### src/rtl/cfgseq_pkg.sv
// package of constants and types for the configuration mode sequencer
package cfgseq_pkg;
  // system clock, configuration port rate and worst case load time
  localparam int unsigned CLK_MHZ = 200;
  localparam int unsigned XFER_MHZ = 100;
  localparam int unsigned LOAD_MAX_MS = 100;
  // cycles of clk_sys per byte accepted at the parallel rate
  localparam int unsigned BYTE_CYC = (CLK_MHZ + XFER_MHZ - 1) / XFER_MHZ;
  // default configuration image length in bytes
  localparam int unsigned IMG_BYTES = 1024;
  // cycles the reset pulse of initialization lasts
  localparam int unsigned INIT_CYC = 16;
  localparam int unsigned FIFO_DEPTH = 8;
  localparam logic [7:0] BYTE_RST = 8'h00;
  // transfer formats that the host may choose
  typedef enum logic [1:0] {
    CFGSEQ_SER_SYNC,
    CFGSEQ_SER_ASYNC,
    CFGSEQ_PAR_SYNC,
    CFGSEQ_PAR_ASYNC
  } cfgseq_fmt_t;
  typedef enum logic [1:0] {
    CFGSEQ_ST_IDLE,
    CFGSEQ_ST_LOAD,
    CFGSEQ_ST_INIT,
    CFGSEQ_ST_USER
  } cfgseq_state_t;
endpackage

### src/rtl/cfgseq_fifo.sv
// small synchronous fifo with valid and ready on both sides
`timescale 1ns/1ps
module cfgseq_fifo #(
  parameter int unsigned WIDTH = 8,
  parameter int unsigned DEPTH = 8
) (
  // clock and reset
  input wire logic clk_sys_in,
  input wire logic rst_in,
  input wire logic flush_in,
  // fill side
  input wire logic in_valid_in,
  output logic in_ready_out,
  input wire logic [WIDTH-1:0] in_data_in,
  // drain side
  output logic out_valid_out,
  input wire logic out_ready_in,
  output logic [WIDTH-1:0] out_data_out
);
  localparam int unsigned AW = (DEPTH > 1) ? $clog2(DEPTH) : 1;
  logic [WIDTH-1:0] mem_ff [DEPTH];
  logic [AW-1:0] wr_ptr_ff;
  logic [AW-1:0] rd_ptr_ff;
  logic [AW:0] count_ff;
  logic [WIDTH-1:0] data_ff;
  logic valid_ff;
  // count is one bit wider than the pointers so that depth itself fits
  wire full = (count_ff == (AW+1)'(DEPTH));
  wire empty = (count_ff == '0);
  wire push = in_valid_in && !full;
  // output register refills when empty or consumed
  wire load = !empty && (!valid_ff || out_ready_in);
  wire take = valid_ff && out_ready_in;

  function automatic logic [AW-1:0] incr(input logic [AW-1:0] p);
    incr = (p == AW'(DEPTH - 1)) ? '0 : p + 1'b1;
  endfunction

  always_ff @(posedge clk_sys_in) begin
    if (push) begin
      mem_ff[wr_ptr_ff] <= in_data_in;
    end
  end

  always_ff @(posedge clk_sys_in or posedge rst_in) begin
    if (rst_in) begin
      wr_ptr_ff <= '0;
      rd_ptr_ff <= '0;
      count_ff <= '0;
      valid_ff <= 1'b0;
      data_ff <= '0;
    end else if (flush_in) begin
      wr_ptr_ff <= '0;
      rd_ptr_ff <= '0;
      count_ff <= '0;
      valid_ff <= 1'b0;
    end else begin
      if (push) begin
        wr_ptr_ff <= incr(wr_ptr_ff);
      end
      if (load) begin
        rd_ptr_ff <= incr(rd_ptr_ff);
        data_ff <= mem_ff[rd_ptr_ff];
        valid_ff <= 1'b1;
      end else if (take) begin
        valid_ff <= 1'b0;
      end
      count_ff <= count_ff + (AW+1)'(push) - (AW+1)'(load);
    end
  end

  assign in_ready_out = !full;
  assign out_valid_out = valid_ff;
  assign out_data_out = data_ff;
endmodule // cfgseq_fifo

### src/rtl/cfgseq_top.sv
// configuration life cycle sequencer: load, initialize, user mode
`timescale 1ns/1ps
// Overview of operation
// power up unconfigured; full load needed
// after load, reset user logic, enable pins
// load plus init form command mode
// pins tri-stated until configuration ends
// weak pull-up on pins before user mode; code keeps it on in idle and load only, off during init
// trigger pin forces return to command mode
// reload, reinitialize, resume user mode
// serial or parallel, sync or async formats
// host writes words to one address
// byte path at 100 MHz, under 100 ms
// low pulse or test port starts reconfiguration
// trigger during load restarts the load
module cfgseq_top #(
  parameter int unsigned IMG_BYTES = cfgseq_pkg::IMG_BYTES,
  parameter int unsigned FIFO_DEPTH = cfgseq_pkg::FIFO_DEPTH
) (
  // clock and reset (reset stands for power-up)
  input wire logic clk_sys_in,
  input wire logic rst_in,
  // reconfiguration requests
  input wire logic reconfig_trigger_n_in,
  input wire logic test_port_reconfig_pulse_in,
  // host write port: one virtual location
  input wire logic [1:0] host_fmt_in,
  input wire logic host_wr_in,
  input wire logic host_sclk_in,
  input wire logic [7:0] host_data_in,
  output logic host_ready_out,
  // device state
  output logic cmd_mode_out,
  output logic user_mode_out,
  output logic user_rst_out,
  output logic io_oe_out,
  output logic io_pullup_out,
  output logic cfg_done_out
);
  // pin synchronisers
  logic [1:0] trig_sync_ff;
  logic [1:0] wr_sync_ff;
  logic [1:0] sclk_sync_ff;
  logic [7:0] data_s1_ff;
  logic [7:0] data_s2_ff;
  logic trig_d_ff;
  logic wr_d_ff;
  logic sclk_d_ff;
  logic test_d_ff;
  cfgseq_pkg::cfgseq_state_t state_ff;
  cfgseq_pkg::cfgseq_state_t nxt_state;
  logic [31:0] byte_cnt_ff;
  logic [7:0] shift_ff;
  logic [2:0] bit_cnt_ff;
  logic [7:0] init_cnt_ff;
  logic [1:0] pace_ff;
  logic [7:0] cfg_mem_ff;
  logic host_ready_ff;
  logic cmd_mode_ff;
  logic user_mode_ff;
  logic user_rst_ff;
  logic io_oe_ff;
  logic io_pullup_ff;
  logic cfg_done_ff;
  logic fifo_in_valid;
  logic [7:0] fifo_in_data;
  logic fifo_in_ready;
  logic fifo_out_valid;
  logic [7:0] fifo_out_data;
  logic nxt_host_ready;

  // edge and format decoding
  wire trig_fall = trig_d_ff && !trig_sync_ff[1];
  wire test_rise = test_port_reconfig_pulse_in && !test_d_ff;
  wire reconfig = trig_fall || test_rise;
  wire is_par = host_fmt_in[1];
  wire is_sync = !host_fmt_in[0];
  // sync formats sample on the host clock rise, async on write strobe
  wire sclk_rise = sclk_sync_ff[1] && !sclk_d_ff;
  wire wr_rise = wr_sync_ff[1] && !wr_d_ff;
  wire strobe = is_sync ? (sclk_rise && wr_sync_ff[1]) : wr_rise;
  wire loading = (state_ff == cfgseq_pkg::CFGSEQ_ST_LOAD);
  wire ser_full = (bit_cnt_ff == 3'h7);
  wire word_in = loading && strobe && (is_par || ser_full);
  wire [7:0] word_val = is_par ? data_s2_ff :
                        {shift_ff[6:0], data_s2_ff[0]};
  // byte pacing keeps consumption at the parallel rate
  wire pace_ok = (pace_ff == 2'(cfgseq_pkg::BYTE_CYC - 1));
  wire consume = loading && fifo_out_valid && pace_ok;
  wire last_byte = consume && (byte_cnt_ff == 32'(IMG_BYTES - 1));
  wire init_end = (init_cnt_ff == 8'(cfgseq_pkg::INIT_CYC - 1));

  assign fifo_in_valid = word_in;
  assign fifo_in_data = word_val;

  cfgseq_fifo #(
    .WIDTH(8),
    .DEPTH(FIFO_DEPTH)
  ) u_fifo (
    .clk_sys_in(clk_sys_in),
    .rst_in(rst_in),
    .flush_in(reconfig),
    .in_valid_in(fifo_in_valid),
    .in_ready_out(fifo_in_ready),
    .in_data_in(fifo_in_data),
    .out_valid_out(fifo_out_valid),
    .out_ready_in(pace_ok && loading),
    .out_data_out(fifo_out_data)
  );

  // mode sequencing
  always_comb begin
    nxt_state = state_ff;
    case (state_ff)
      cfgseq_pkg::CFGSEQ_ST_IDLE: begin
        nxt_state = cfgseq_pkg::CFGSEQ_ST_LOAD;
      end
      cfgseq_pkg::CFGSEQ_ST_LOAD: begin
        if (last_byte) begin
          nxt_state = cfgseq_pkg::CFGSEQ_ST_INIT;
        end
      end
      cfgseq_pkg::CFGSEQ_ST_INIT: begin
        if (init_end) begin
          nxt_state = cfgseq_pkg::CFGSEQ_ST_USER;
        end
      end
      default: begin
        nxt_state = cfgseq_pkg::CFGSEQ_ST_USER;
      end
    endcase
    if (reconfig) begin
      nxt_state = cfgseq_pkg::CFGSEQ_ST_IDLE;
    end
  end

  assign nxt_host_ready = (nxt_state == cfgseq_pkg::CFGSEQ_ST_LOAD) &&
                          fifo_in_ready;

  always_ff @(posedge clk_sys_in or posedge rst_in) begin
    if (rst_in) begin
      trig_sync_ff <= 2'h3;
      wr_sync_ff <= 2'h0;
      sclk_sync_ff <= 2'h0;
      data_s1_ff <= cfgseq_pkg::BYTE_RST;
      data_s2_ff <= cfgseq_pkg::BYTE_RST;
      trig_d_ff <= 1'b1;
      wr_d_ff <= 1'b0;
      sclk_d_ff <= 1'b0;
      test_d_ff <= 1'b0;
    end else begin
      trig_sync_ff <= {trig_sync_ff[0], reconfig_trigger_n_in};
      wr_sync_ff <= {wr_sync_ff[0], host_wr_in};
      sclk_sync_ff <= {sclk_sync_ff[0], host_sclk_in};
      data_s1_ff <= host_data_in;
      data_s2_ff <= data_s1_ff;
      trig_d_ff <= trig_sync_ff[1];
      wr_d_ff <= wr_sync_ff[1];
      sclk_d_ff <= sclk_sync_ff[1];
      test_d_ff <= test_port_reconfig_pulse_in;
    end
  end

  always_ff @(posedge clk_sys_in or posedge rst_in) begin
    if (rst_in) begin
      state_ff <= cfgseq_pkg::CFGSEQ_ST_IDLE;
      byte_cnt_ff <= '0;
      shift_ff <= cfgseq_pkg::BYTE_RST;
      bit_cnt_ff <= '0;
      init_cnt_ff <= '0;
      pace_ff <= '0;
      cfg_mem_ff <= cfgseq_pkg::BYTE_RST;
    end else begin
      state_ff <= nxt_state;
      if (!loading || reconfig) begin
        byte_cnt_ff <= '0;
        bit_cnt_ff <= '0;
        pace_ff <= '0;
      end else begin
        if (consume) begin
          byte_cnt_ff <= byte_cnt_ff + 32'h1;
        end
        pace_ff <= pace_ok ? 2'h0 : pace_ff + 2'h1;
        if (strobe && !is_par && fifo_in_ready) begin
          shift_ff <= word_val;
          bit_cnt_ff <= bit_cnt_ff + 3'h1;
        end
      end
      if (consume) begin
        cfg_mem_ff <= cfg_mem_ff ^ fifo_out_data;
      end
      init_cnt_ff <= (state_ff == cfgseq_pkg::CFGSEQ_ST_INIT) ?
                     init_cnt_ff + 8'h1 : 8'h0;
    end
  end

  // all outputs come from flops; pins stay high-z in command mode
  always_ff @(posedge clk_sys_in or posedge rst_in) begin
    if (rst_in) begin
      host_ready_ff <= 1'b0;
      cmd_mode_ff <= 1'b1;
      user_mode_ff <= 1'b0;
      user_rst_ff <= 1'b1;
      io_oe_ff <= 1'b0;
      io_pullup_ff <= 1'b1;
      cfg_done_ff <= 1'b0;
    end else begin
      host_ready_ff <= nxt_host_ready;
      cmd_mode_ff <= (nxt_state != cfgseq_pkg::CFGSEQ_ST_USER);
      user_mode_ff <= (nxt_state == cfgseq_pkg::CFGSEQ_ST_USER);
      user_rst_ff <= (nxt_state != cfgseq_pkg::CFGSEQ_ST_USER);
      io_oe_ff <= (nxt_state == cfgseq_pkg::CFGSEQ_ST_USER);
      io_pullup_ff <= (nxt_state == cfgseq_pkg::CFGSEQ_ST_IDLE) ||
                      (nxt_state == cfgseq_pkg::CFGSEQ_ST_LOAD);
      cfg_done_ff <= (nxt_state == cfgseq_pkg::CFGSEQ_ST_INIT) ||
                     (nxt_state == cfgseq_pkg::CFGSEQ_ST_USER);
    end
  end

  assign host_ready_out = host_ready_ff;
  assign cmd_mode_out = cmd_mode_ff;
  assign user_mode_out = user_mode_ff;
  assign user_rst_out = user_rst_ff;
  assign io_oe_out = io_oe_ff;
  assign io_pullup_out = io_pullup_ff;
  assign cfg_done_out = cfg_done_ff;

  a_user_needs_load: assert property (@(posedge clk_sys_in)
    disable iff (rst_in)
    $rose(user_mode_ff) |->
      $past(state_ff, 2) == cfgseq_pkg::CFGSEQ_ST_INIT)
    else $error("user mode entered without init");
  a_init_len: assert property (@(posedge clk_sys_in)
    disable iff (rst_in)
    $rose(cfg_done_ff) && !reconfig |->
      ##16 user_mode_ff || $past(reconfig))
    else $error("init phase length wrong");
  a_cmd_user_excl: assert property (@(posedge clk_sys_in)
    disable iff (rst_in)
    cmd_mode_out != user_mode_out)
    else $error("command and user mode overlap");
  a_pins_hiz_cmd: assert property (@(posedge clk_sys_in)
    disable iff (rst_in)
    cmd_mode_out |-> !io_oe_out)
    else $error("pins driven in command mode");
  a_pullup_load: assert property (@(posedge clk_sys_in)
    disable iff (rst_in)
    state_ff == cfgseq_pkg::CFGSEQ_ST_LOAD |-> io_pullup_out)
    else $error("pull-up off during load");
  a_trig_to_cmd: assert property (@(posedge clk_sys_in)
    disable iff (rst_in)
    trig_fall |=> cmd_mode_out ##1 state_ff == cfgseq_pkg::CFGSEQ_ST_LOAD)
    else $error("trigger did not restart command mode");
  a_test_pulse: assert property (@(posedge clk_sys_in)
    disable iff (rst_in)
    test_rise |=> state_ff == cfgseq_pkg::CFGSEQ_ST_IDLE)
    else $error("test port pulse ignored");
  a_abort_load: assert property (@(posedge clk_sys_in)
    disable iff (rst_in)
    loading && reconfig |=> byte_cnt_ff == 32'h0 && !cfg_done_out)
    else $error("load not restarted");
  a_byte_pace: assert property (@(posedge clk_sys_in)
    disable iff (rst_in)
    consume |=> !consume)
    else $error("bytes taken faster than 100 MHz");
endmodule // cfgseq_top

### config.mk
export PLATFORM = sky130hd
export DESIGN_NAME = cfgseq_top
export DESIGN_NICKNAME = d
export VERILOG_FILES = /design/src/rtl/cfgseq_pkg.sv /design/src/rtl/cfgseq_fifo.sv /design/src/rtl/cfgseq_top.sv
export SDC_FILE = /design/constraint.sdc
export NUM_CORES = 1
export LEC_CHECK = 0
export BUFFER_PORTS_ARGS = -buffer_cell sky130_fd_sc_hd__buf_4
export CAP_MARGIN = 20
export CORE_AREA = 2 2 121 76
export DETAILED_ROUTE_END_ITERATION = 12
export DIE_AREA = 0 0 123 78
export PLACE_DENSITY_LB_ADDON = 0.25
export RECOVER_POWER = 25
export SYNTH_ARGS = -nofsm -noshare
export SYNTH_HDL_FRONTEND = slang
export SYNTH_SLANG_ARGS = --single-unit
### constraint.sdc
create_clock -name clk_sys_in -period 2.89 [get_ports clk_sys_in]
set_input_delay 0.1445 -clock clk_sys_in [delete_from_list [all_inputs] [get_ports clk_sys_in]]
set_output_delay 0.1445 -clock clk_sys_in [all_outputs]
set_load 0.01 [all_outputs]
* Word-level counts from Yosys, hierarchy flattened *
Index checks and enable logic that the tools add are counted.

storage, ports and cells
  flip-flop bits (word level) = 67
  bits in latches = 0
  memory bits (writable) = 0
  bits in read-only memories = 0
  input port bits = 16
  output and inout port bits = 7
  word-level logic and storage cells = 90
  memories kept = 0

cells by class
  add/sub/neg operators = 6
  $mul = 0
  div/mod/pow operators = 0
  order comparisons = 0
  equal/unequal tests = 11
  shifts and indexed selects = 0
  mux-type cells = 16
  bitwise gates (word level) = 0
  reductions and logical operators = 38

operator list
  operator                                         count
  two-way mux 32 bit                               2
  adder 32 x 1 -> 32 bit, second input constant    1
  == test 32 x 10 -> 1 bit, second input constant  1
  logical AND 1 bit                                17
  two-way mux 2 bit                                5
  logical NOT 1 bit                                9
  adder 8 x 1 -> 8 bit, second input constant      1
  == test 8 x 4 -> 1 bit, second input constant    1
  two-way mux 8 bit                                1
  == test 2 x 1 -> 1 bit, second input constant    3
  == test 2 bit, second input constant             3
  logical OR 1 bit                                 6
  two-way mux 3 bit                                2
  one-hot mux 2 bit (3 select lines)               1
  adder 4 x 1 -> 4 bit                             1
  == test 4 bit, second input constant             1
  logical NOT 2 bit                                2
  logical NOT 4 bit                                1
  two-way mux 1 bit                                4
  two-way mux 4 bit                                1
  nonzero test 2 bit                               2
  subtractor 4 x 1 -> 4 bit                        1
  adder 3 x 1 -> 3 bit, second input constant      1
  == test 3 bit, second input constant             1
  other kinds (3)                                  3

* Logic depth before layout (Yosys ltp) *
  depth after elaboration = 10
  depth in mapped cells = 11

* Hierarchy *
From an unflattened synthesis, not the netlist that was laid out.

unflattened totals
  cells, all modules = 548
  area, all modules = 7084.3 um^2

by module, submodules not included
  module       times used  cells an instance  area each (um^2)  seq. area each (um^2)
  cfgseq_top   1           318                3633.5            2133.3
  cfgseq_fifo  1           230                3450.8            2397.3

* Worst setup path after synthesis *
OpenSTA, ideal clock, no wires.

  kind = register -> register
  start = register state_ff[1]
  end = register u_fifo.count_ff[1]
  arrival time = 1.997 ns
  required time = 2.770 ns
  path slack = 0.774 ns
  stages on the path, launching flop included = 10
  buffers on the path = 2
  path through = dfrtp_1 buf_6 nand4bb_1 buf_2 a22oi_1 ha_1 inv_1 ha_1 fa_1 and3_1

on the way
  cells in the longest elaborated chain, start to end = 7

ends and longest elaborated chain
  what                             RTL line           RTL
  from (decl)                      cfgseq_top.sv:50   cfgseq_pkg::cfgseq_state_t state_ff;
  from (signal assigned)           cfgseq_top.sv:166  state_ff <= cfgseq_pkg::CFGSEQ_ST_IDLE;
  from (signal assigned)           cfgseq_top.sv:174  state_ff <= nxt_state;
  == test 2 x 1 -> 1 bit (*)       cfgseq_top.sv:82   wire loading = (state_ff == cfgseq_pkg::CFGSEQ_ST_LOAD);
  logical AND 1 bit (2 in series)  cfgseq_top.sv:84   wire word_in = loading && strobe && (is_par || ser_full);
  logical AND 1 bit                cfgseq_fifo.sv:30  wire push = in_valid_in && !full;
  adder 4 x 1 -> 4 bit             cfgseq_fifo.sv:68  count_ff <= count_ff + (AW+1)'(push) - (AW+1)'(load);
  subtractor 4 x 1 -> 4 bit (*)    cfgseq_fifo.sv:68
  two-way mux 4 bit (*)            cfgseq_fifo.sv:52  end else if (flush_in) begin
  to (signal assigned)             cfgseq_fifo.sv:68
  to (decl)                        cfgseq_fifo.sv:24  logic [AW:0] count_ff;

Mark *: on every way between the ends. The rest lies on a longest branch, timed or not.
A chain may end at the register's enable or synchronous reset.

* Worst setup path in the final report *
  start = register state_ff[1]
  end = register host_ready_ff (netlist: host_ready_out)

on the way
  cells in the longest elaborated chain, start to end = 9

ends and longest elaborated chain
  what                                    RTL line                             RTL
  == test 2 x 1 -> 1 bit                  cfgseq_top.sv:82, cfgseq_top.sv:114
  logical AND 1 bit (2 in series)         cfgseq_top.sv:89                     wire consume = loading && fifo_out_valid && pace_ok;
  logical AND 1 bit                       cfgseq_top.sv:90                     wire last_byte = consume && (byte_cnt_ff == 32'(IMG_BYTES - 1));
  two-way mux 2 bit                       cfgseq_top.sv:119                    if (last_byte) begin
  one-hot mux 2 bit (3 select lines) (*)  cfgseq_top.sv:114                    case (state_ff)
  two-way mux 2 bit (*)                   cfgseq_top.sv:132                    if (reconfig) begin
  == test 2 x 1 -> 1 bit (*)              cfgseq_top.sv:137                    assign nxt_host_ready = (nxt_state == cfgseq_pkg::CFGSEQ_ST_LOAD) &&
  logical AND 1 bit (*)                   cfgseq_top.sv:137
  via nxt_host_ready                      cfgseq_top.sv:70                     logic nxt_host_ready;
  to (signal assigned)                    cfgseq_top.sv:208                    host_ready_ff <= nxt_host_ready;
  to (decl)                               cfgseq_top.sv:58                     logic host_ready_ff;

Mark *: on every way through the listed nets, which the timed path passes. The rest lies on a longest branch.

==> results_dict.tcl <==
set metrics [dict create \
    grtUsageTotal_pct 16.7 \
    hpwlAfterDp_um 4540 \
    synth_common_cells "dfrtp_1 (62), nor2_1 (26), a21oi_1 (23), or4_1 (18), nand2_1 (17)" \
    dp_slack_ns 0.551 \
    pin_count 23 \
    yosysMostFrequentCell "dfrtp_1" \
    worstHoldEndpoint "bit_cnt_ff[0]" \
    synth.avg_cell_area_um2 10.1 \
    clkPwrFrac_pct 42.2 \
    cp.required_ns 3.07 \
    layout_setup_ws_ns 0.529 \
    holdPathStages 5 \
    cts_tree "done" \
    ys_ff_latch 67 \
    nets 369 \
    holdCritPathClass "input port to register" \
    cts_max_level 3 \
    core_mm2 0.00839 \
    path_class "register to register" \
    arrival_ns 2.54 \
    wl_um 6820 \
    finalHoldViolCount 0 \
    finalMaxSlewViolations 68 \
    via_count 2486 \
    fmax_mhz 424 \
    die_area_mm2 0.00959 \
    path_clk_slew_ns 0.05 \
    crit_chain "nand4bb_1 -> or4_1 -> nor3_2 -> a2111oi_0" \
    chipHeight_um 78 \
    synth_flop_cell "dfrtp_1" \
    critPathSlowestCell "or4_1" \
    start_kind "register" \
    insertion_delay_ns 0.33 \
    grt_max_degree 68 \
    grt_pass1_vias 2277 \
    reg2reg_to "host_ready_out" \
    yosysWarnings 0 \
    cpLargestDelayFamily "simple AND/OR/NAND/NOR gates" \
    cts.path.max_buffers 2 \
    r2r_start "state_ff[1]" \
    drt_pass1_iterations 4 \
    status "finished, violations left" \
    p_int_w 0.00173 \
    rsz0062_at_grt "false" \
    initial_core_util_pct 39.8 \
    drive_above_1_share_pct 12.1 \
    grt_pass1_wl_um 12000 \
    worst_ir_drop_vdd_mv 0.655 \
    clock_sinks 67 \
    synth_nets 357 \
    drc 0 \
    wl_per_cell_um 14.9 \
    seqPwrFrac_pct 44.2 \
    max_slew_margin_pct -10.3 \
    root_buffer "clkbuf_16" \
    area_delta_synth_final_pct 13.8 \
    cap_violations 1 \
    fin_skew_ns 0.00579 \
    sw_frac_of_total_pct 25.3 \
    setup_viol 0 \
    cellPowerDensity_mw_per_mm2 608 \
    switchingPower_w 0.000583 \
    worstPathMaxFanout 10 \
    p_leak_nw 1.59 \
    power_w 0.00231 \
    violations "capacitance limit, slew limit" \
    synth.area.top_cells "dfrtp_1 (46%), or4_1 (4.0%), dfstp_2 (3.9%)" \
    synth_top_area_share_pct 46.5 \
    holdWs_ns 0.348 \
    port_buffers 14 \
    gp_congestion 0.806 \
    synthCells 330 \
    fin_setup_tns_ns 0 \
    synth-edff-count 0 \
    die_w_um 123 \
    multi_input_area_mm2 0.00150 \
    crit_path_end_kind "register" \
    r2r_slack_ns 0.53 \
    post_cts_buffers 0 \
    yosysSeqAreaShare_pct 50.4 \
    drt_iter0_drc 215 \
    yosysUniqueCellTypes 51 \
    slowest_delay_ns 0.70 \
    overflow 0 \
    seqCellArea_mm2 0.00168 \
    via_per_inst 5.42 \
    p_comb_share_pct 13.6 \
    fin_crit_ns 2.36 \
    ant_nets 0 \
    antenna_found_initial 0 \
    tightest_slew_ns 1.65 \
    rows 26 \
    yosysTopAreaCell "dfrtp_1" \
    cts_buffers 9 \
    syn_area_mm2 0.00334 \
    period_share_pct 81.7 \
    min_from "host_fmt_in[1]" \
    synthArstFlopShare_pct 100 \
    fillCellCount 796 \
    r2r_cells 4 \
    antenna_cells 0 \
    worst-path-buf-inv 0 \
]
==> layout by cell type (no fill, tap or decap), drive strengths merged, types with 4 or more instances in the layout <==
cell,synthesis,final
dfrtp,62,62
nor2,26,26
a21oi,23,23
clkbuf,10,19
or4,18,18
nand2,17,17
nand3,14,14
o31ai,14,14
inv,13,13
or3,12,12
nand4,12,12
o21ai,12,12
buf,10,11
xnor2,10,10
ha,10,10
nor4,8,8
and3,8,8
xor2,5,5
nor3,5,5
dfstp,5,5
nand2b,4,4
dlygate4sd3,0,4
and4,4,4
and2,4,4
==> worst max-delay path by stage <==
stage	start	end	slack, ns	cells after the start
global placement	state_ff[1]	host_ready_out	0.60	4
floorplan	state_ff[1]	u_fifo.count_ff[1]	0.77	9
detailed placement	state_ff[1]	host_ready_out	0.55	4
global route	state_ff[1]	host_ready_out	0.36	4
finish	state_ff[1]	host_ready_out	0.53	4
CTS	state_ff[1]	host_ready_out	0.52	4
==> worst reg2reg max path, cell delays in order (launching register included) <==
cell,delay [ns]
dfrtp_1,0.47
nand4bb_1,0.39
or4_1,0.70
nor3_2,0.52
a2111oi_0,0.13
==> cell type report <==
class                           instances  share of cell area (%)
Clock buffer                           13                    6.59
Clock inverter                          3                   0.395
Inverter                               13                    1.28
Multi-Input combinational cell        230                    39.5
Sequential cell                        67                    44.3
Tap cell                              112                    3.69
Timing Repair Buffer                   21                    4.25
==> registers in the layout (all words and copies together) (netlist names) <==
name                  cells
bit_cnt_ff                3
sclk_d_ff                 1
u_fifo.out_valid_out      1
cfg_done_out              1
wr_d_ff                   1
wr_sync_ff                2
trig_sync_ff              2
io_pullup_out             1
user_rst_out              1
sclk_sync_ff              2
u_fifo.count_ff           4
trig_d_ff                 1
pace_ff                   2
byte_cnt_ff              32
host_ready_out            1
test_d_ff                 1
state_ff                  2
init_cnt_ff               8
io_oe_out                 1
==> per-stage QoR <==
step | cell area, um2 | cells | util [%]
after floorplan | 3340 | 330 | -
after global placement | 3500 | 439 | 41.7
after detailed placement | 3500 | 439 | 41.7
after CTS | 3800 | 459 | 45.3
after global routing | 3800 | 459 | 45.3
final | 3800 | 459 | 45.3
==> kinds of logic after synthesis <==
logic type | count (synthesis) | share of synthesized area, %
compound gates | 59 | 10.7
xor+xnor | 15 | 3.94
fa+ha+maj | 11 | 4.35
buf+inv | 33 | 4.65
flops | 67 | 50.4
mux | 3 | 0.900
simple gates | 142 | 25.0
==> power groups by stage <==
| stage | Combinational, W | Sequential, W | Clock, W |
|---|---|---|---|
| floorplan | 0.000250 | 0.00102 | 0 |
| global placement | 0.000304 | 0.00103 | 0 |
| detailed placement | 0.000316 | 0.00104 | 0 |
| CTS | 0.000324 | 0.00102 | 0.00101 |
| global route | 0.000370 | 0.00103 | 0.00105 |
| finish | 0.000313 | 0.00102 | 0.000974 |
==> metal layers <==
metal	vias to the layer above	wire [um]	global-route usage, %
met1	1207	3820	26.2
met5	-	0	0
met2	50	2600	19.8
met4	0	42	7.50
met3	4	357	5.44
li1	1225	-	-
==> repair_timing <==
action | CTS | global route
hold buffers | 4 | 0
hold endpoints to repair | 4 | 0
resized for setup | 0 | 0
(Power assumes the default switching activity.)
